`src/core/pio_pkg.sv`:
```
package pio_pkg;
  // ==========================================================
  // Register indices, byte address is four times the index
  localparam logic [3:0] IDX_GEN_OUT = 4'h0;
  localparam logic [3:0] IDX_GEN_CFG = 4'h1;
  localparam logic [3:0] IDX_GEN_PIN = 4'h2;
  localparam logic [3:0] IDX_WK_OUT = 4'h3;
  localparam logic [3:0] IDX_WK_CFG = 4'h4;
  localparam logic [3:0] IDX_WK_PIN = 4'h5;
  localparam logic [3:0] IDX_ANA_PIN = 4'h6;
  localparam logic [3:0] IDX_IRQ_STAT = 4'h7;
  localparam logic [3:0] IDX_IRQ_MASK = 4'h8;
  localparam logic [3:0] IDX_WK_EDGE = 4'h9;
  localparam int ADDR_W = 6;
  // ==========================================================
  // Field positions of the general port
  localparam int GEN_ERR_BIT = 1;
  localparam int GEN_IDLE_BIT = 6;
  localparam int GEN_HALT_BIT = 7;
  localparam int GEN_ALTSK_BIT = 6;
  localparam int GEN_DLY_BIT = 7;
  // I/O pin mask: bits 0, 2, 3, 4, 5
  localparam logic [7:0] GEN_IO_MASK = 8'h3D;
  // Wake-up port pins in high nibble; low nibble reads ones
  localparam logic [3:0] WK_LOW_ONES = 4'hF;
  // ==========================================================
  // Status bits: 3..0 wake-up pins, 4 ext irq, 5 rc halt wake
  localparam int ST_EXT_BIT = 4;
  localparam int ST_RCW_BIT = 5;
  // Reset values
  localparam logic [7:0] RST_BYTE = 8'h00;
  // ==========================================================
  // Startup delay after halt, in ns, and cycle count at 25 MHz
  localparam int CLK_NS = 40;
  localparam int STARTUP_NS = 1000;
  localparam int STARTUP_CYC = (STARTUP_NS + CLK_NS - 1) / CLK_NS;
  typedef enum logic [1:0] {PM_RUN, PM_HALT, PM_IDLE, PM_WAKE} pio_pm_t;
endpackage

```
`src/core/pio_port_io_config.sv`:
```
`timescale 1ns/1ps
module pio_port_io_config #(
  parameter int STARTUP_CYCLES = pio_pkg::STARTUP_CYC
) (
  // Clock and reset
  input wire logic ref_clk,
  input wire logic rstn,
  // Register port
  input wire logic [pio_pkg::ADDR_W-1:0] regAddr,
  input wire logic [7:0] regWdata,
  input wire logic regWr,
  input wire logic regRd,
  output logic [7:0] regRdata,
  // Oscillator option: 1 crystal, 0 single-pin RC
  input wire logic oscCrystal,
  input wire logic oscillator_output,
  input wire logic supervisor_error_out,
  // General port pins
  input wire logic [7:0] genPinIn,
  output logic [7:0] genPinOut,
  output logic [7:0] genPinOe,
  output logic [7:0] genPullUp,
  // Wake-up port pins, bits 7..4
  input wire logic [3:0] wkPinIn,
  output logic [3:0] wkPinOut,
  output logic [3:0] wkPinOe,
  output logic [3:0] wkPullUp,
  // Analog port pins
  input wire logic [7:0] anaPinIn,
  // Alternate function taps
  output logic serialDataIn,
  output logic serial_shift_clock,
  output logic timer_io_pin,
  output logic timer_capture_pin,
  output logic external_interrupt_pin,
  output logic comparator_output,
  output logic current_source_output,
  output logic [4:0] comparatorChannels,
  output logic altShiftPhase,
  // Power modes and wake-up
  output logic haltMode,
  output logic idleMode,
  output logic halt_startup_delay,
  output logic multi_input_wakeup,
  output logic irq
);
  // ==========================================================
  // Registers and synchronisers
  logic [7:0] genOut, genCfg, wkOut, wkCfg, irqStat, irqMask, wkEdge;
  logic [7:0] genS1, genS2, anaS1, anaS2;
  logic [3:0] wkS1, wkS2, wkPrev;
  logic g7Prev, extPrev;
  logic [1:0] syncFill;
  pio_pkg::pio_pm_t pm;
  logic [15:0] dlyCnt;
  logic [7:0] next_rdata;
  logic [3:0] wkHit;
  logic extHit, rcWake, edgeOk;

  // Two-flop synchronisers on all pin inputs
  always_ff @(posedge ref_clk or negedge rstn) begin
    if (!rstn) begin
      genS1 <= 8'h00;
      genS2 <= 8'h00;
      wkS1 <= 4'h0;
      wkS2 <= 4'h0;
      anaS1 <= 8'h00;
      anaS2 <= 8'h00;
    end else begin
      genS1 <= genPinIn;
      genS2 <= genS1;
      wkS1 <= wkPinIn;
      wkS2 <= wkS1;
      anaS1 <= anaPinIn;
      anaS2 <= anaS1;
    end
  end

  // ==========================================================
  // Software registers, cleared on reset
  always_ff @(posedge ref_clk or negedge rstn) begin
    if (!rstn) begin
      genOut <= pio_pkg::RST_BYTE;
      genCfg <= pio_pkg::RST_BYTE;
      wkOut <= pio_pkg::RST_BYTE;
      wkCfg <= pio_pkg::RST_BYTE;
      irqMask <= pio_pkg::RST_BYTE;
      wkEdge <= pio_pkg::RST_BYTE;
    end else if (regWr) begin
      if (regAddr == {pio_pkg::IDX_GEN_OUT, 2'b00}) begin
        genOut <= regWdata & 8'h3F; // Bits 6,7 are strobes
      end else if (regAddr == {pio_pkg::IDX_GEN_CFG, 2'b00}) begin
        genCfg <= regWdata;
      end else if (regAddr == {pio_pkg::IDX_WK_OUT, 2'b00}) begin
        wkOut <= regWdata;
      end else if (regAddr == {pio_pkg::IDX_WK_CFG, 2'b00}) begin
        wkCfg <= regWdata;
      end else if (regAddr == {pio_pkg::IDX_IRQ_MASK, 2'b00}) begin
        irqMask <= regWdata;
      end else if (regAddr == {pio_pkg::IDX_WK_EDGE, 2'b00}) begin
        wkEdge <= regWdata;
      end
    end
  end

  // ==========================================================
  // Pin drive decode for general and wake-up ports
  always_ff @(posedge ref_clk or negedge rstn) begin
    if (!rstn) begin
      genPinOut <= 8'h00;
      genPinOe <= 8'h00;
      genPullUp <= 8'h00;
      wkPinOut <= 4'h0;
      wkPinOe <= 4'h0;
      wkPullUp <= 4'h0;
    end else begin
      // Configurable bits follow cfg/data decode
      genPinOut <= genOut & pio_pkg::GEN_IO_MASK;
      genPinOe <= genCfg & pio_pkg::GEN_IO_MASK;
      genPullUp <= ~genCfg & genOut & pio_pkg::GEN_IO_MASK;
      // Bit 1 is driven low only while the supervisor flags error
      genPinOut[pio_pkg::GEN_ERR_BIT] <= 1'b0;
      genPinOe[pio_pkg::GEN_ERR_BIT] <= supervisor_error_out;
      // Bit 7 drives the oscillator in crystal mode
      genPinOut[pio_pkg::GEN_HALT_BIT] <= oscillator_output;
      genPinOe[pio_pkg::GEN_HALT_BIT] <= oscCrystal;
      wkPinOut <= wkOut[7:4];
      wkPinOe <= wkCfg[7:4];
      wkPullUp <= ~wkCfg[7:4] & wkOut[7:4];
    end
  end

  // ==========================================================
  // Alternate function taps from synchronised pins, shift phase from genCfg, startup delay from genCfg in RC mode only
  always_ff @(posedge ref_clk or negedge rstn) begin
    if (!rstn) begin
      serialDataIn <= 1'b0;
      serial_shift_clock <= 1'b0;
      timer_io_pin <= 1'b0;
      timer_capture_pin <= 1'b0;
      external_interrupt_pin <= 1'b0;
      comparator_output <= 1'b0;
      current_source_output <= 1'b0;
      comparatorChannels <= 5'h00;
      altShiftPhase <= 1'b0;
      halt_startup_delay <= 1'b0;
    end else begin
      serialDataIn <= genS2[6];
      serial_shift_clock <= genS2[5];
      timer_io_pin <= genS2[3];
      timer_capture_pin <= genS2[2];
      external_interrupt_pin <= genS2[0];
      comparator_output <= anaS2[7];
      current_source_output <= anaS2[1];
      comparatorChannels <= anaS2[6:2];
      altShiftPhase <= genCfg[pio_pkg::GEN_ALTSK_BIT];
      halt_startup_delay <= ~oscCrystal & genCfg[pio_pkg::GEN_DLY_BIT];
    end
  end

  // ==========================================================
  // Wake and interrupt event detection
  always_ff @(posedge ref_clk or negedge rstn) begin
    if (!rstn) begin
      wkPrev <= 4'h0;
      g7Prev <= 1'b0;
      extPrev <= 1'b0;
      syncFill <= 2'b00;
    end else begin
      // History holds real pin levels only after three cycles
      if (syncFill != 2'b11) begin
        syncFill <= syncFill + 2'b01;
      end
      wkPrev <= wkS2;
      g7Prev <= genS2[7];
      extPrev <= genS2[0];
    end
  end

  // Edge select: wkEdge bit 1 means falling edge
  // Edges are masked after reset so a high idle pin is no false event
  always_comb begin
    edgeOk = (syncFill == 2'b11);
    for (int i = 0; i < 4; i++) begin
      wkHit[i] = edgeOk & (wkEdge[i + 4] ? (wkPrev[i] & ~wkS2[i])
                                         : (~wkPrev[i] & wkS2[i]));
    end
    extHit = edgeOk & extPrev & ~genS2[0];
    rcWake = edgeOk & ~oscCrystal & ~g7Prev & genS2[7];
  end

  // Sticky status; a set in the clearing cycle wins
  always_ff @(posedge ref_clk or negedge rstn) begin
    if (!rstn) begin
      irqStat <= 8'h00;
    end else begin
      irqStat <= ((regRd && regAddr == {pio_pkg::IDX_IRQ_STAT, 2'b00})
                  ? 8'h00 : irqStat)
                 | {2'b00, rcWake, extHit, wkHit};
    end
  end

  // Interrupt and wake-up outputs
  always_ff @(posedge ref_clk or negedge rstn) begin
    if (!rstn) begin
      irq <= 1'b0;
      multi_input_wakeup <= 1'b0;
    end else begin
      irq <= |(irqStat & irqMask);
      multi_input_wakeup <= |wkHit;
    end
  end

  // ==========================================================
  // Power mode control: HALT, IDLE, optional startup delay
  always_ff @(posedge ref_clk or negedge rstn) begin
    if (!rstn) begin
      pm <= pio_pkg::PM_RUN;
      dlyCnt <= 16'h0000;
    end else begin
      case (pm)
        pio_pkg::PM_RUN: begin
          if (regWr && regAddr == {pio_pkg::IDX_GEN_OUT, 2'b00}) begin
            if (regWdata[pio_pkg::GEN_HALT_BIT]) begin
              pm <= pio_pkg::PM_HALT;
            end else if (regWdata[pio_pkg::GEN_IDLE_BIT]) begin
              pm <= pio_pkg::PM_IDLE;
            end
          end
        end
        pio_pkg::PM_HALT: begin
          if (rcWake || (|wkHit) || extHit) begin
            if (halt_startup_delay) begin
              pm <= pio_pkg::PM_WAKE;
              dlyCnt <= 16'(STARTUP_CYCLES - 1);
            end else begin
              pm <= pio_pkg::PM_RUN;
            end
          end
        end
        pio_pkg::PM_IDLE: begin
          if ((|wkHit) || extHit || rcWake) begin
            pm <= pio_pkg::PM_RUN;
          end
        end
        pio_pkg::PM_WAKE: begin
          if (dlyCnt == 16'h0000) begin
            pm <= pio_pkg::PM_RUN;
          end else begin
            dlyCnt <= dlyCnt - 16'h0001;
          end
        end
        default: pm <= pio_pkg::PM_RUN;
      endcase
    end
  end

  // Mode outputs registered
  always_ff @(posedge ref_clk or negedge rstn) begin
    if (!rstn) begin
      haltMode <= 1'b0;
      idleMode <= 1'b0;
    end else begin
      haltMode <= (pm == pio_pkg::PM_HALT) || (pm == pio_pkg::PM_WAKE);
      idleMode <= (pm == pio_pkg::PM_IDLE);
    end
  end

  // ==========================================================
  // Read decode, data one cycle after the strobe
  always_comb begin
    next_rdata = 8'h00;
    if (regAddr == {pio_pkg::IDX_GEN_OUT, 2'b00}) begin
      next_rdata = genOut & 8'h3F;
    end else if (regAddr == {pio_pkg::IDX_GEN_CFG, 2'b00}) begin
      next_rdata = genCfg;
    end else if (regAddr == {pio_pkg::IDX_GEN_PIN, 2'b00}) begin
      next_rdata = genS2;
    end else if (regAddr == {pio_pkg::IDX_WK_OUT, 2'b00}) begin
      next_rdata = wkOut;
    end else if (regAddr == {pio_pkg::IDX_WK_CFG, 2'b00}) begin
      next_rdata = wkCfg;
    end else if (regAddr == {pio_pkg::IDX_WK_PIN, 2'b00}) begin
      next_rdata = {wkS2, pio_pkg::WK_LOW_ONES};
    end else if (regAddr == {pio_pkg::IDX_ANA_PIN, 2'b00}) begin
      next_rdata = anaS2;
    end else if (regAddr == {pio_pkg::IDX_IRQ_STAT, 2'b00}) begin
      next_rdata = irqStat;
    end else if (regAddr == {pio_pkg::IDX_IRQ_MASK, 2'b00}) begin
      next_rdata = irqMask;
    end else if (regAddr == {pio_pkg::IDX_WK_EDGE, 2'b00}) begin
      next_rdata = wkEdge;
    end
  end

  // Read data register, zero outside the answer cycle
  always_ff @(posedge ref_clk or negedge rstn) begin
    if (!rstn) begin
      regRdata <= 8'h00;
    end else begin
      regRdata <= regRd ? next_rdata : 8'h00;
    end
  end
endmodule

```
`config.mk`:
```
export PLATFORM = sky130hd
export DESIGN_NAME = pio_port_io_config
export DESIGN_NICKNAME = d
export VERILOG_FILES = /design/src/core/pio_pkg.sv /design/src/core/pio_port_io_config.sv
export SDC_FILE = /design/constraint.sdc
export NUM_CORES = 1
export LEC_CHECK = 0
export ABC_AREA = 1
export BUFFER_PORTS_ARGS = -buffer_cell sky130_fd_sc_hd__clkbuf_2
export CORE_UTILIZATION = 30
export CTS_CLUSTER_SIZE = 14
export DETAILED_ROUTE_END_ITERATION = 8
export GPL_TIMING_DRIVEN = 0
export PLACE_DENSITY = 0.43
export SLEW_MARGIN = 10
export SYNTH_ARGS = -nofsm -noshare
export SYNTH_HDL_FRONTEND = slang
export SYNTH_SLANG_ARGS = --single-unit
```
`constraint.sdc`:
```
create_clock -name ref_clk -period 3.95 [get_ports ref_clk]
set_clock_uncertainty 0.1 [all_clocks]
set_input_delay 0.395 -clock ref_clk [delete_from_list [all_inputs] [get_ports ref_clk]]
set_output_delay 0.395 -clock ref_clk [all_outputs]
set_load 0.01 [all_outputs]
```
## After elaboration in Yosys (flattened, before gate mapping)

Cells that the tools add are included.

- $add $sub $neg: 2
- Eq/ne operators: 21
- Multiplexer cells: 28
- Bitwise operators: 40
- Reductions and logical operators: 21

Operator list:

| operator | count |
|---|---|
| $mux 8 | 12 |
| $mux 16 | 3 |
| $pmux 16 s2 | 1 |
| $eq 6x5->1 const B | 4 |
| $and 1x1->1 | 18 |
| $logic_not 16->1 | 1 |
| $not 1->1 | 16 |
| $sub 16x1->16 const B | 1 |
| $mux 2 | 7 |
| $ne 2x2->1 const B | 7 |
| $eq 6x4->1 const B | 2 |
| $eq 6x6->1 const B | 2 |
| $reduce_and 5->1 | 2 |
| $and 8x8->8 | 1 |
| $or 8x6->8 | 1 |
| $pmux 2 s4 | 1 |
| $reduce_and 4->1 | 2 |
| $reduce_or 8->1 | 1 |
| $reduce_and 7->1 | 1 |
| $and 6x6->6 | 1 |
| $eq 2x2->1 const B | 3 |
| $eq 6x3->1 const B | 1 |
| $logic_not 6->1 | 1 |
| $not 6->6 | 1 |
| 14 further kinds | 22 |

- Flip-flop bits (word level): 175
- Input port bits: 41
- Output and inout port bits: 62
- Word-level logic and storage cells: 151

## Depth between registers and ports, before layout

Gate-level depths: netlist of run 1.

- Word-level depth: 12
- Depth in mapped cells: 12
- Gate-level depth less buffers: 11

## Worst setup path before layout of run 1

Ideal clock, no wire load.

- Path kind: reg-to-reg
- Start point: reg dlyCnt[0]
- End point: reg dlyCnt[5]
- Library setup time: 0.066 ns
- Data arrival time: 1.692 ns
- Required time: 3.784 ns
- Path slack: 2.092 ns
- Cell stages (with the launch flop): 13
- Buffers on the path: 1
- Period minus slack after synthesis: 1.858 ns
- Cells stage by stage: dfrtp_1 -> inv_1 -> ha_1 -> nand2_1 -> nor2_1 -> nand2_1 -> nor2_2 -> a31oi_2 -> nand2b_4 -> nand2_2 -> buf_4 -> nand2_1 -> nand2_1

- Cells in the longest elaborated chain, start to end: 3
- Elaborated cells on any way between the ends: 6
- Those cells by class: add/sub (1); eq/ne (1); mux (2); reduce/logical (2)

RTL lines:

| element | RTL line | source |
|---|---|---|
| start, declared | pio_port_io_config.sv:55 | `logic [15:0] dlyCnt;` |
| start signal, assigned | pio_port_io_config.sv:235 | `dlyCnt <= 16'(STARTUP_CYCLES - 1);` |
| start signal, assigned | pio_port_io_config.sv:250 | `dlyCnt <= dlyCnt - 16'h0001;` |
| $sub 16x1->16 or $logic_not 16->1 (tied branches) | pio_port_io_config.sv:250, pio_port_io_config.sv:247 |  |
| $mux 16 or $ne 2x2->1 (tied branches) | n/a |  |
| $pmux 16 s2 or $reduce_and 4->1 (tied branches) | n/a |  |

Parallel ways exist; a longest one is shown, timed or not. The select of a mux whose other input is x is not followed.
A chain may end at the register's enable or synchronous reset.

## Worst setup path in the final report of run 1

- Start point: reg dlyCnt[0]
- End point: reg dlyCnt[14]

Same word-level chain as after synthesis.

==> results, run 1 <==
- For this run, the number of Yosys warnings is 0.
- The final instance area is 0.008569 sq mm.
- Max-cap violations in this run came to 0.
- The synthesized design spends more area on one cell type than any other, namely dfrtp_1.
- The headroom to the max-slew limit is 55.65%.
- After detailed routing, the average wire length per cell comes to 14.89 um.
- Ranked by total cell area, the synthesized netlist is headed by dfrtp_1 63%, nand2_1 7.9%, nor2_1 3.7%.
- In this run, synthesis inferred 0 flip-flops with an integrated enable.
- The capturing element type of the critical path is a flip-flop.
- Synthesis instantiated 40 different standard cells from the library.
- The proportion of register bits with asynchronous set or reset after synthesis is 100.0%.
- The startpoint identified for the worst hold timing path is oscCrystal.
- The root buffer cell chosen for the clock tree is clkbuf_16.
- The sequential cells in the finished layout cover a total of 0.004329 sq mm.
- The final total negative setup slack is 0 ns.
- Post-CTS timing repair inserted 0 buffers for setup.
- The slew at the pin closest to its max-slew limit is 0.6652 ns.
- The synthesized netlist cell count is 674.
- In this run the standard cell core region covers 0.02209 sq mm.
- The power density over the cells is 522.1 mW/mm^2.
- The multi-input combinational cells in the finished layout cover a total of 0.002133 sq mm.
- For this block, the initial DRC count from the detailed router was 253.
- The via count of the first global-routing pass is 5,081.
- The routed wire length is 16,550 um.
- The launch point of the worst reg-to-reg path is dlyCnt[0]$_DFFE_PN0P_.
- Clock latency on the worst-skew pair, taken at its later pin, is 0.43 ns.
- Counting flops per register, the top entry is dlyCnt.
- The flip-flop count of the largest register, all copies and words added is 16.
- The H-tree was split into 4 levels.
- The final setup violation count is 0.
- The global-route usage over all layers is 15.19%.
- The repair_antennas step left the layout with diodes totalling 0.
- The required arrival time at the worst endpoint is 4.16 ns.
- The worst setup path is launched from a flip-flop.
- The total DRC errors in the routed layout is 0.
- The arrival time reported for the critical path endpoint is 2.48 ns.
- The design draws 0.004474 W.
- The family of cells with the greatest summed delay on the critical path is simple AND/OR/NAND/NOR gates.
- The biggest fanout along the worst timing path is 10.
- The setup path with the least slack is of type reg -> reg.
- The slowest stage of the critical path belongs to the cell dfrtp_1.
- Once layout is complete, the cells apart from fillers number 1,111.
- The most instantiated flip-flop cell in the synthesis netlist is dfrtp_1.
- The clock-pin slew on the worst setup and hold paths is 0.07 ns.
- Detailed placement ended at an HPWL of 12,030 um.
- TritonCTS built the clock tree.
- The final-report max-slew violation count is 0.
- The clock sink count is 173.
- For this run, the detailed router's first-pass iteration total came to 4.
- Entering global routing, the biggest net connects 95 pins.
- The total placed cells including tap cells is 1,056.
- The via count normalized by instance count is 4.419.
- The global-route congestion overflow total is 0.
- In this run the remaining antenna-violating nets after routing total 0.
- The number of nets in the layout is 861.
- Setup repair after global routing left no endpoint under its margin.
- The most frequent standard cell in the layout excluding fill and tap cells is dfrtp_1.
- The run finished with clean final reports.
- The die is 153.1 um tall.
- Once the floorplan was initialized, standard cells occupied 31.00% of the core.
- The leakage dissipation is 4.279 nW.
- For this run, the top clock speed supported by timing is 441.2 MHz.
- The count of state elements after synthesis is 173.
- The number of buffers and inverters on the critical path is 2.
- The origin of the worst setup path is dlyCnt[0]$_DFFE_PN0P_.
- Summing the sequential cell areas from Yosys gives 63.21% of the chip area.
- The die covers 0.02344 sq mm.
- The layout filler cell count is 2,229.
- Across the VDD grid, the largest voltage drop is 0.2293 mV.
- The share of final-layout standard cells stronger than drive strength 1 is 24.43%.
- The maximum clock insertion buffer count is 2.
- Counting I/O delays and the setup requirement, the final critical path takes 2.266 ns.
- The area fraction of the dominant cell type after synthesis is 63.21%.
- In this run the worst hold path is classified as in -> reg.
- The number of buffers added on ports is 96.
- The number of CTS-inserted buffers is 17.
- The instance area at placement is 0.007735 sq mm.
- For this run, the slowest stage of the critical path takes 0.40 ns.
- The routability-driven placement congestion ratio is 0.8226.
- For this block, the via count after detailed routing is 4,909.
- The top cell types in the final layout, fill and taps aside, are 173 x dfrtp_1, 144 x nand2_1, 95 x clkbuf_2.
- The final critical-path share of the clock period is 57.38%.
- Row generation in the floorplan step produced 54 rows.
- In this run the count of I/O pins placed on the die edge is 103.
- The first global-routing pass estimated 27,300 um of wire.
- In this design, the critical path's most frequently occurring cell is nand2_1.
- The number of hold-slack violations in the final timing report is 0.
- The die outline width is 153.1 um.
- The number of antenna violations at the first check in global routing came to 0.
- The cell area that synthesis handed to floorplanning was 0.006849 sq mm.
- The signal on the critical path passes through inv_1, ha_1, nand2_1, nor2_1, nand2_1, nor2_2, a31oi_2, nand2b_4, nand2_2, buf_4, nand2_1, nand2_1.
- Each instance of the synthesized netlist takes up on average 10.16 sq um.
- The synthesis-to-layout area growth is 25.12%.
## layout make-up
cell class / instances / area share (%)
multi-input combinational: 415 / 24.89
clock buffer: 23 / 5.461
clock inverter: 9 / 1.591
timing repair buffer: 120 / 8.717
buffer: 20 / 1.591
inverter: 71 / 3.139
tap: 280 / 4.088
sequential: 173 / 50.52
## final timing paths
| check | to | slack [ns] | depth (start not counted) |
|---|---|---|---|
| worst max register to register | dlyCnt[14]$_DFFE_PN0P_ | 1.68 | 12 |
| worst min-delay path | genPinOe[7]$_DFF_PN0_ | 0.03 | 1 |
| min in group asynchronous | wkPinOut[2]$_DFF_PN0_ | 0.48 | 2 |
| worst min register to register | genS2[6]$_DFF_PN0_ | 0.25 | 0 |
| worst max-delay path | dlyCnt[14]$_DFFE_PN0P_ | 1.68 | 12 |
| max in group asynchronous | pm[1]$_DFFE_PN0P_ | 2.41 | 3 |
## metrics by stage
step | util [%] | worst slack, ns | hold WS, ns
global route | 38.79 | 1.422 | 0.01743
floorplan | - | 2.092 | -0.0005911
global placement | 34.85 | -0.7858 | 0.2350
CTS | 38.79 | 1.657 | 0.01302
detailed placement | 35.01 | 1.673 | 0.2347
finish | 38.79 | 1.684 | 0.03323
## timing repair
| action | 4_1_cts | 5_1_grt |
|---|---|---|
| resized for setup | 0 | 0 |
| hold buffers | 23 | 0 |
| endpoints found under the hold margin | 101 | 0 |
## synth_stat cells (2+ instances only)
master,n
nand2_2,10
dfrtp_1,173
nor3_1,6
buf_6,4
o21ai_0,28
clkbuf_1,5
buf_2,4
nand2_1,144
ha_1,2
o21bai_1,3
o221ai_1,2
nor2_2,6
inv_2,6
nand2_4,4
xnor2_1,6
nor3_4,2
nand4_1,9
o21ai_2,24
o22ai_1,8
buf_4,7
o21ai_1,11
nand3_1,36
nor2_1,67
or2_2,4
o211ai_1,3
inv_1,63
a21oi_1,18
xor2_1,7
## where the power goes
group | total, W | internal (W) | switching [W] | leakage [nW]
Combinational | 0.000663 | 0.000256 | 0.000407 | 1.86
Sequential | 0.00210 | 0.00197 | 0.000130 | 2.13
Clock | 0.00171 | 0.00103 | 0.000677 | 0.288
Total | 0.00447 | 0.00326 | 0.00121 | 4.28
## routing by layer
metal,part of all wire [%],global-route usage (%),wire length (um)
met2,46,24.35,7678
met4,2.1,6.013,340
met1,48,20.00,7917
met3,3.7,3.261,610
met5,0,0,0
## cell families (layout without fill, tap and decap cells)
| logic type | Yosys count | in the layout | share of synthesized area [%] |
|---|---|---|---|
| AOI/OAI and AO/OA | 99 | 99 | 9.189 |
| buffers and inverters | 91 | 243 | 5.919 |
| other | 1 | 6 | 0.05475 |
| adders and majority gates | 2 | 2 | 0.3653 |
| xor gates and xnor gates | 13 | 13 | 1.662 |
| DFF | 173 | 173 | 63.21 |
| muxes | 1 | 1 | 0.1644 |
| and+or+nand+nor | 294 | 294 | 19.44 |
## worst register-to-register path, cell delays in order, from the launching register on
cell,delay (ns)
dfrtp_1,0.40
inv_1,0.09
ha_1,0.23
nand2_1,0.09
nor2_1,0.05
nand2_1,0.15
nor2_2,0.07
a31oi_2,0.30
nand2b_4,0.24
nand2_2,0.11
buf_4,0.20
nand2_1,0.06
nand2_1,0.05
Note: power is estimated with default switching activity, not from simulation.
==> inputs of run 2 (changes only) <==
==> constraint.sdc (replaced) <==
create_clock -name ref_clk -period 2.3 [get_ports ref_clk]
set_clock_uncertainty 0.1 [all_clocks]
set_input_delay 0.23 -clock ref_clk [delete_from_list [all_inputs] [get_ports ref_clk]]
set_output_delay 0.23 -clock ref_clk [all_outputs]
set_load 0.01 [all_outputs]
==> results, run 2 (synthesis results as in run 1) <==
- Setup repair after global routing left no endpoint under its margin.
- The number of rows in the core area is 54.
- Across all layers, the routed design uses 4,956 vias.
- The top cell types in the final layout, fill and taps aside, are 173 x dfrtp_1, 143 x nand2_1, 96 x clkbuf_2.
- STA classifies the critical path endpoint as a flip-flop.
- Leaving out fill and tap cells, the most frequent cell in the layout is dfrtp_1.
- IR analysis of the VDD net gives a maximum drop of 0.3932 mV.
- The initial cell density of the core is 31.00%.
- The final critical-path share of the clock period is 91.61%.
- CTS saw 173 sinks.
- The number of antenna violations at the first check in global routing is 0.
- The instance area at placement is 0.007735 sq mm.
- Global routing finished with a remaining overflow of 0.
- The floorplan core area is 0.02209 sq mm.
- The largest stage delay on the critical path is 0.40 ns.
- The final instance area is 0.008658 sq mm.
- The routed wire length is 16,570 um.
- For this design the static power due to leakage is 4.311 nW.
- The share of final-layout standard cells stronger than drive strength 1 is 24.61%.
- The post-layout worst setup margin is 0.1931 ns.
- The critical path is of the reg -> reg type.
- The class of the tightest hold or removal check is in -> reg.
- The H-tree was split into 4 levels.
- After detailed routing, the number of remaining DRC violations is 0.
- Walking the worst path, the cells encountered are ha_1, buf_2, nand3_1, nand2_1, nor2_1, nand3_1, clkbuf_2, nand3_1, nand2_1.
- The flow ran to the end, and the final reports show no timing, DRC or antenna violations.
- The via count of the first global-routing pass is 5,081.
- The average wire length per cell after detail routing is 14.83 um.
- Along the worst path, the maximum fanout reaches 10.
- The die outline height is 153.1 um.
- Clock-pin slew was measured on the worst setup and hold paths at 0.07 ns.
- The post-placement worst setup slack is 0.02284 ns.
- Data on the critical path arrives at its endpoint at 2.33 ns.
- The required arrival time at the worst endpoint is 2.52 ns.
- At the end of the flow the core is filled with cells to 39.19%.
- The die outline width is 153.1 um.
- At the later pin of the worst-skew pair, clock insertion delay measures 0.43 ns.
- The largest net degree at the start of global routing is 95.
- The total die area is 0.02344 sq mm.
- TritonCTS built the clock tree.
- The critical path's slowest cell is dfrtp_1.
- The clock passes through at most 2 buffers.
- Buffers added to address setup during post-CTS repair amount to 0.
- Across every metal layer, demand over resource in global routing totals 15.17%.
- The number of antenna diodes in the final layout is 0.
- The largest register by flop count is dlyCnt.
- The slew at the pin closest to its max-slew limit is 0.6655 ns.
- Setup violations remaining at the end of the flow were counted as 0.
- Dividing total power by cell area gives a power density of 890.7 mW/mm^2.
- Derived from the worst setup path, the maximum achievable clock frequency is 474.6 MHz.
- The via count normalized by instance count is 4.437.
- In this run the clock root is driven by a clkbuf_16.
- The final-report max-slew violation count is 0.
- The launching element type of the critical path is a flip-flop.
- The register with the most flip-flops in the layout has 16 of them.
- The count of nets left with antenna violations once routing finished came out at 0.
- The overall power after layout is 0.007712 W.
- The total of max-cap violations is 0.
- The half-perimeter wire length after placement is 12,030 um.
- The cell with the most instances on the worst path is nand3_1.
- The headroom to the max-slew limit is 55.63%.
- After the last flow step, the layout net total stands at 867.
- The layout filler cell count is 2,222.
- The number of CTS-inserted buffers is 17.
- The first global-routing pass estimated 27,280 um of wire.
- The detailed-routing iteration count for the pre-antenna-repair pass is 5.
- The number of hold-slack violations in the final timing report is 0.
- The count of pins on the block boundary is 103.
- For this block, the initial DRC count from the detailed router was 238.
- From synthesis to final layout, the design area changed by 26.42%.
- The clock period could shrink to 2.107 ns.
- On the final layout, the worst hold slack is 0.08548 ns.
- The number of buffers added on ports is 96.
- The congestion estimate from routability-driven global placement came to 0.8226.
==> run 2: final cells by class <==
class	instances	area, sq um	share of cell area [%]
clock buffer	23	467.9	5.405
clock inverter	9	136.4	1.575
tap	280	350.3	4.046
multi-input combinational	415	2157	24.91
inverter	71	269.0	3.107
sequential	173	4329	50.00
buffer	20	141.4	1.633
timing repair buffer	126	807.0	9.321
==> run 2: layer usage <==
layer  up-vias  share of wire (%)  GRT usage (%)
li1       2454                  -              -
met1      2362                 47          20.06
met2       121                 47          24.31
met3        19                4.2          3.176
met4         0                2.1          6.013
met5         -                  0              0
==> run 2: worst paths after layout <==
check	startpoint	to	slack, ns	cells after the start
max in group asynchronous	rstn	pm[1]$_DFFE_PN0P_	0.93	3
min reg2reg	genS1[6]$_DFF_PN0_	genS2[6]$_DFF_PN0_	0.25	0
max reg2reg	syncFill[0]$_DFFE_PN0N_	dlyCnt[4]$_DFFE_PN0P_	0.19	9
max	syncFill[0]$_DFFE_PN0N_	dlyCnt[4]$_DFFE_PN0P_	0.19	9
min	regRd	regRdata[0]$_DFF_PN0_	0.09	3
min in group asynchronous	rstn	wkPinOut[2]$_DFF_PN0_	0.31	2
==> run 2: metrics by stage <==
step / TNS [ns] / cells
after detailed placement: 0 / 1056
after CTS: 0 / 1117
final: 0 / 1117
after global routing: 0 / 1117
after floorplan: 0 / 679
after global placement: -389.93 / 1055
==> run 2: worst max-delay path: cells and delay by family, from the launching register on <==
family                     cells  cell delay (ns)
DFF                            1             0.40
and+or+nand+nor                6             0.86
buffers and inverters          2             0.44
adders and majority gates      1             0.19
==> run 2: power breakdown <==
group	switching (W)	leakage, nW	total (W)	internal [W]
sequential	0.000224	2.13	0.00361	0.00339
combinational	0.000712	1.90	0.00117	0.000455
clock	0.00116	0.288	0.00293	0.00177
total	0.00210	4.31	0.00771	0.00561
==> run 2: repair_timing <==
action                                  in CTS  in global routing
endpoints found under the setup margin       0                 16
hold buffers                                29                  0
resized for setup                            0                  8
endpoints found under the hold margin      108                  0
==> inputs of run 3 (changes only) <==
--- a/config.mk
+++ b/config.mk
@@ -12,6 +12,7 @@
 export DETAILED_ROUTE_END_ITERATION = 8
 export GPL_TIMING_DRIVEN = 0
 export PLACE_DENSITY = 0.43
+export REMOVE_ABC_BUFFERS = 1
 export SLEW_MARGIN = 10
 export SYNTH_ARGS = -nofsm -noshare
 export SYNTH_HDL_FRONTEND = slang
==> results, run 3 (synthesis results as in run 1) <==
- The pre-antenna-repair detailed-routing pass consisted of 4 iterations.
- The die outline height is 153.1 um.
- For this design the static power due to leakage is 4.237 nW.
- The synthesis-to-layout area growth is 24.61%.
- The type of the worst setup path is reg -> reg.
- The clock sink count is 173.
- The DRC violation total after the first TritonRoute iteration is 332.
- The worst-case IR drop observed on VDD is 0.4370 mV.
- For this design the top-level I/O count stands at 103.
- Clock tree synthesis inserted a total of 17 buffers.
- The post-layout worst setup margin is 0.2048 ns.
- The first-pass GRT wire length is 27,010 um.
- Clock-pin slew was measured on the worst setup and hold paths at 0.07 ns.
- The run finished with clean final reports.
- The required arrival time at the worst endpoint is 2.56 ns.
- The share of total power consumed by net switching is 30.39%.
- The final critical-path share of the clock period is 91.10%.
- The number of nets in the layout is 848.
- For this design, the slowest cell found on the critical path is dfrtp_1.
- The worst hold path was traced through 3 stages.
- The number of hold-slack violations in the final timing report was 0.
- The die covers 0.02344 sq mm.
- The congestion estimate from routability-driven global placement came to 0.8081.
- The design draws 0.007596 W.
- The buffering stage count on the worst path with inverters included is 1.
- In this run the remaining antenna-violating nets after routing total 0.
- Prior to clock tree synthesis, the placed netlist has a worst setup slack of -0.2844 ns.
- In this run the power density over the cells is 890.0 mW/mm^2.
- The final period demand of the worst path is 2.095 ns.
- The via count normalized by instance count is 4.474.
- In this run the horizontal extent of the chip is 153.1 um.
- The buffer cell driving the clock tree root is clkbuf_16.
- The switching power is 0.002309 W.
- After detailed routing, the average wire length per cell comes to 14.58 um.
- After floorplanning, the core was sized to cover 0.02209 sq mm.
- The tightest min-delay check is of the in -> reg type.
- The largest register by flop count is dlyCnt.
- The clock network is responsible for 37.4% of the overall power.
- Wires add up to 16,010 um.
- The worst register-to-register path has a depth of 11.
- The slew at the pin closest to its max-slew limit is 0.7724 ns.
- The biggest fanout along the worst timing path is 16.
- The final-report max-slew violation count is 0.
- Of the total power, registers draw 47.5%.
- Leaving out fill and tap cells, the most frequent cells in the layout are 173 x dfrtp_1, 144 x nand2_1, 95 x clkbuf_2.
- The capture instance of the worst register-to-register path is dlyCnt[0]$_DFFE_PN0P_.
- Across the whole layout, storage elements account for 0.004329 sq mm.
- The deepest level of the CTS H-tree is 4.
- The final setup violation count is 0.
- The largest net degree at the start of global routing is 89.
- The launch point of the worst reg-to-reg path is dlyCnt[0]$_DFFE_PN0P_.
- The cell with the most instances on the worst path is nor2_1.
- The wire-length estimate of the detail-placed layout is 11,620 um.
- The multi-input combinational cells in the finished layout cover a total of 0.002185 sq mm.
- Walking the worst path, the cells encountered are inv_1, ha_1, nand2_1, nor2_1, nand2_1, nor2_2, a31oi_4, nand2b_4, nand2_8, nor2_1, nor2_1.
- The via count of the first global-routing pass is 5,025.
- Data arrives at the worst endpoint at 2.36 ns.
- The maximum clock insertion buffer count is 2.
- Buffers placed on the I/O ports in this run total 96.
- Global routing used 14.88% of the available tracks.
- The number of rows in the core area is 54.
- Timing would allow up to 477.3 MHz.
- The headroom to the max-slew limit is 48.23%.
- The total DRC errors in the routed layout is 0.
- The worst hold-check slack is 0.06785 ns.
- The number of antenna violations at the first check in global routing came to 0.
- For the worst-skew pair, the clock arrives at the later sink with an insertion delay of 0.43 ns.
- Counting the fill cells in the layout gives 2,220.
- For hold timing, the worst endpoint is regRdata[4]$_DFF_PN0_.
- The capturing element type of the critical path is a flip-flop.
- The routed via count is 4,913.
- STA classifies the critical path startpoint as a flip-flop.
- Cells with a size suffix above 1 make up 23.96% of the layout.
- TritonCTS built the clock tree.
- The global-route congestion overflow total is 0.
- The repair_antennas step left the layout with diodes totalling 0.
- Setup repair after global routing left no endpoint under its margin.
- On the critical path the largest part of the delay comes from simple AND/OR/NAND/NOR gates.
- Combinational cells account for 15.1% of the total power.
- The register-to-register path setup slack is 0.20 ns.
- Internal power comes to 0.005287 W.
- For this configuration, the core starts out at a cell density of 31.00%.
- The most frequent standard cell in the layout excluding fill and tap cells is dfrtp_1.
- The largest stage delay on the critical path is 0.41 ns.
- The register with the most flip-flops in the layout has 16 of them.
- The total of max-cap violations is 0.
- The start point of the worst min-delay path is regRd.
## run 3: what timing repair did
action,CTS,global route
pin swaps,0,0
setup endpoints to repair,16,16
hold buffers,29,0
gates resized for setup,3,3
cloned,0,1
endpoints found under the hold margin,114,0
setup buffers,0,0
## run 3: worst max-delay path by stage
| stage | end | cells after the start | startpoint | slack, ns |
|---|---|---|---|---|
| 6_report | dlyCnt[0]$_DFFE_PN0P_ | 11 | dlyCnt[0]$_DFFE_PN0P_ | 0.20 |
| 5_1_grt | dlyCnt[0]$_DFFE_PN0P_ | 11 | dlyCnt[0]$_DFFE_PN0P_ | 0.03 |
| 4_1_cts | dlyCnt[0]$_DFFE_PN0P_ | 11 | dlyCnt[0]$_DFFE_PN0P_ | 0.08 |
| 3_5_place_dp | dlyCnt[0]$_DFFE_PN0P_ | 8 | syncFill[0]$_DFFE_PN0N_ | -0.28 |
| 3_3_place_gp | dlyCnt[12]$_DFFE_PN0P_ | 1 | rstn | -2.22 |
| 2_1_floorplan | dlyCnt[0]$_DFFE_PN0P_ | 8 | syncFill[0]$_DFFE_PN0N_ | 0.41 |
## run 3: final cells by class
cell class	instances	area share, %
clock buffers	17	4.985
clock inverters	15	1.979
inverters	71	3.152
multi-input cells	416	25.60
flip-flops and latches	173	50.73
well taps	280	4.105
repair buffers	126	9.456
## run 3: metal layers
metal / share of wire, % / wire length (um) / up-vias / GRT usage [%]
li1: - / - / 2426 / -
met2: 45 / 7250 / 102 / 22.70
met3: 3.8 / 605 / 11 / 3.686
met1: 50 / 7983 / 2374 / 20.71
met4: 1.1 / 174 / 0 / 4.714
met5: 0 / 0 / - / 0
## run 3: power groups by stage
stage	sequential [W]	clock [W]	combinational [W]
floorplan	0.00367	0	0.000628
global placement	0.00367	0	0.00106
detailed placement	0.00368	0	0.00109
CTS	0.00362	0.00294	0.00114
global route	0.00366	0.00309	0.00131
finish	0.00361	0.00284	0.00115
## run 3: metrics by stage
step	instances	area [sq um]	TNS [ns]	util (%)
after floorplan	659	6731	0	-
after global placement	1035	7562	-387.38	34.23
after detailed placement	1036	7604	-4.673	34.42
after CTS	1097	8506	0	38.50
after global routing	1098	8534	0	38.63
final	1098	8534	0	38.63
## run 3: tightest hold or removal path, delay by kind of cell
family	cells	cell delay (ns)
buffers and inverters	1	0.17
AOI/OAI and AO/OA	2	0.15
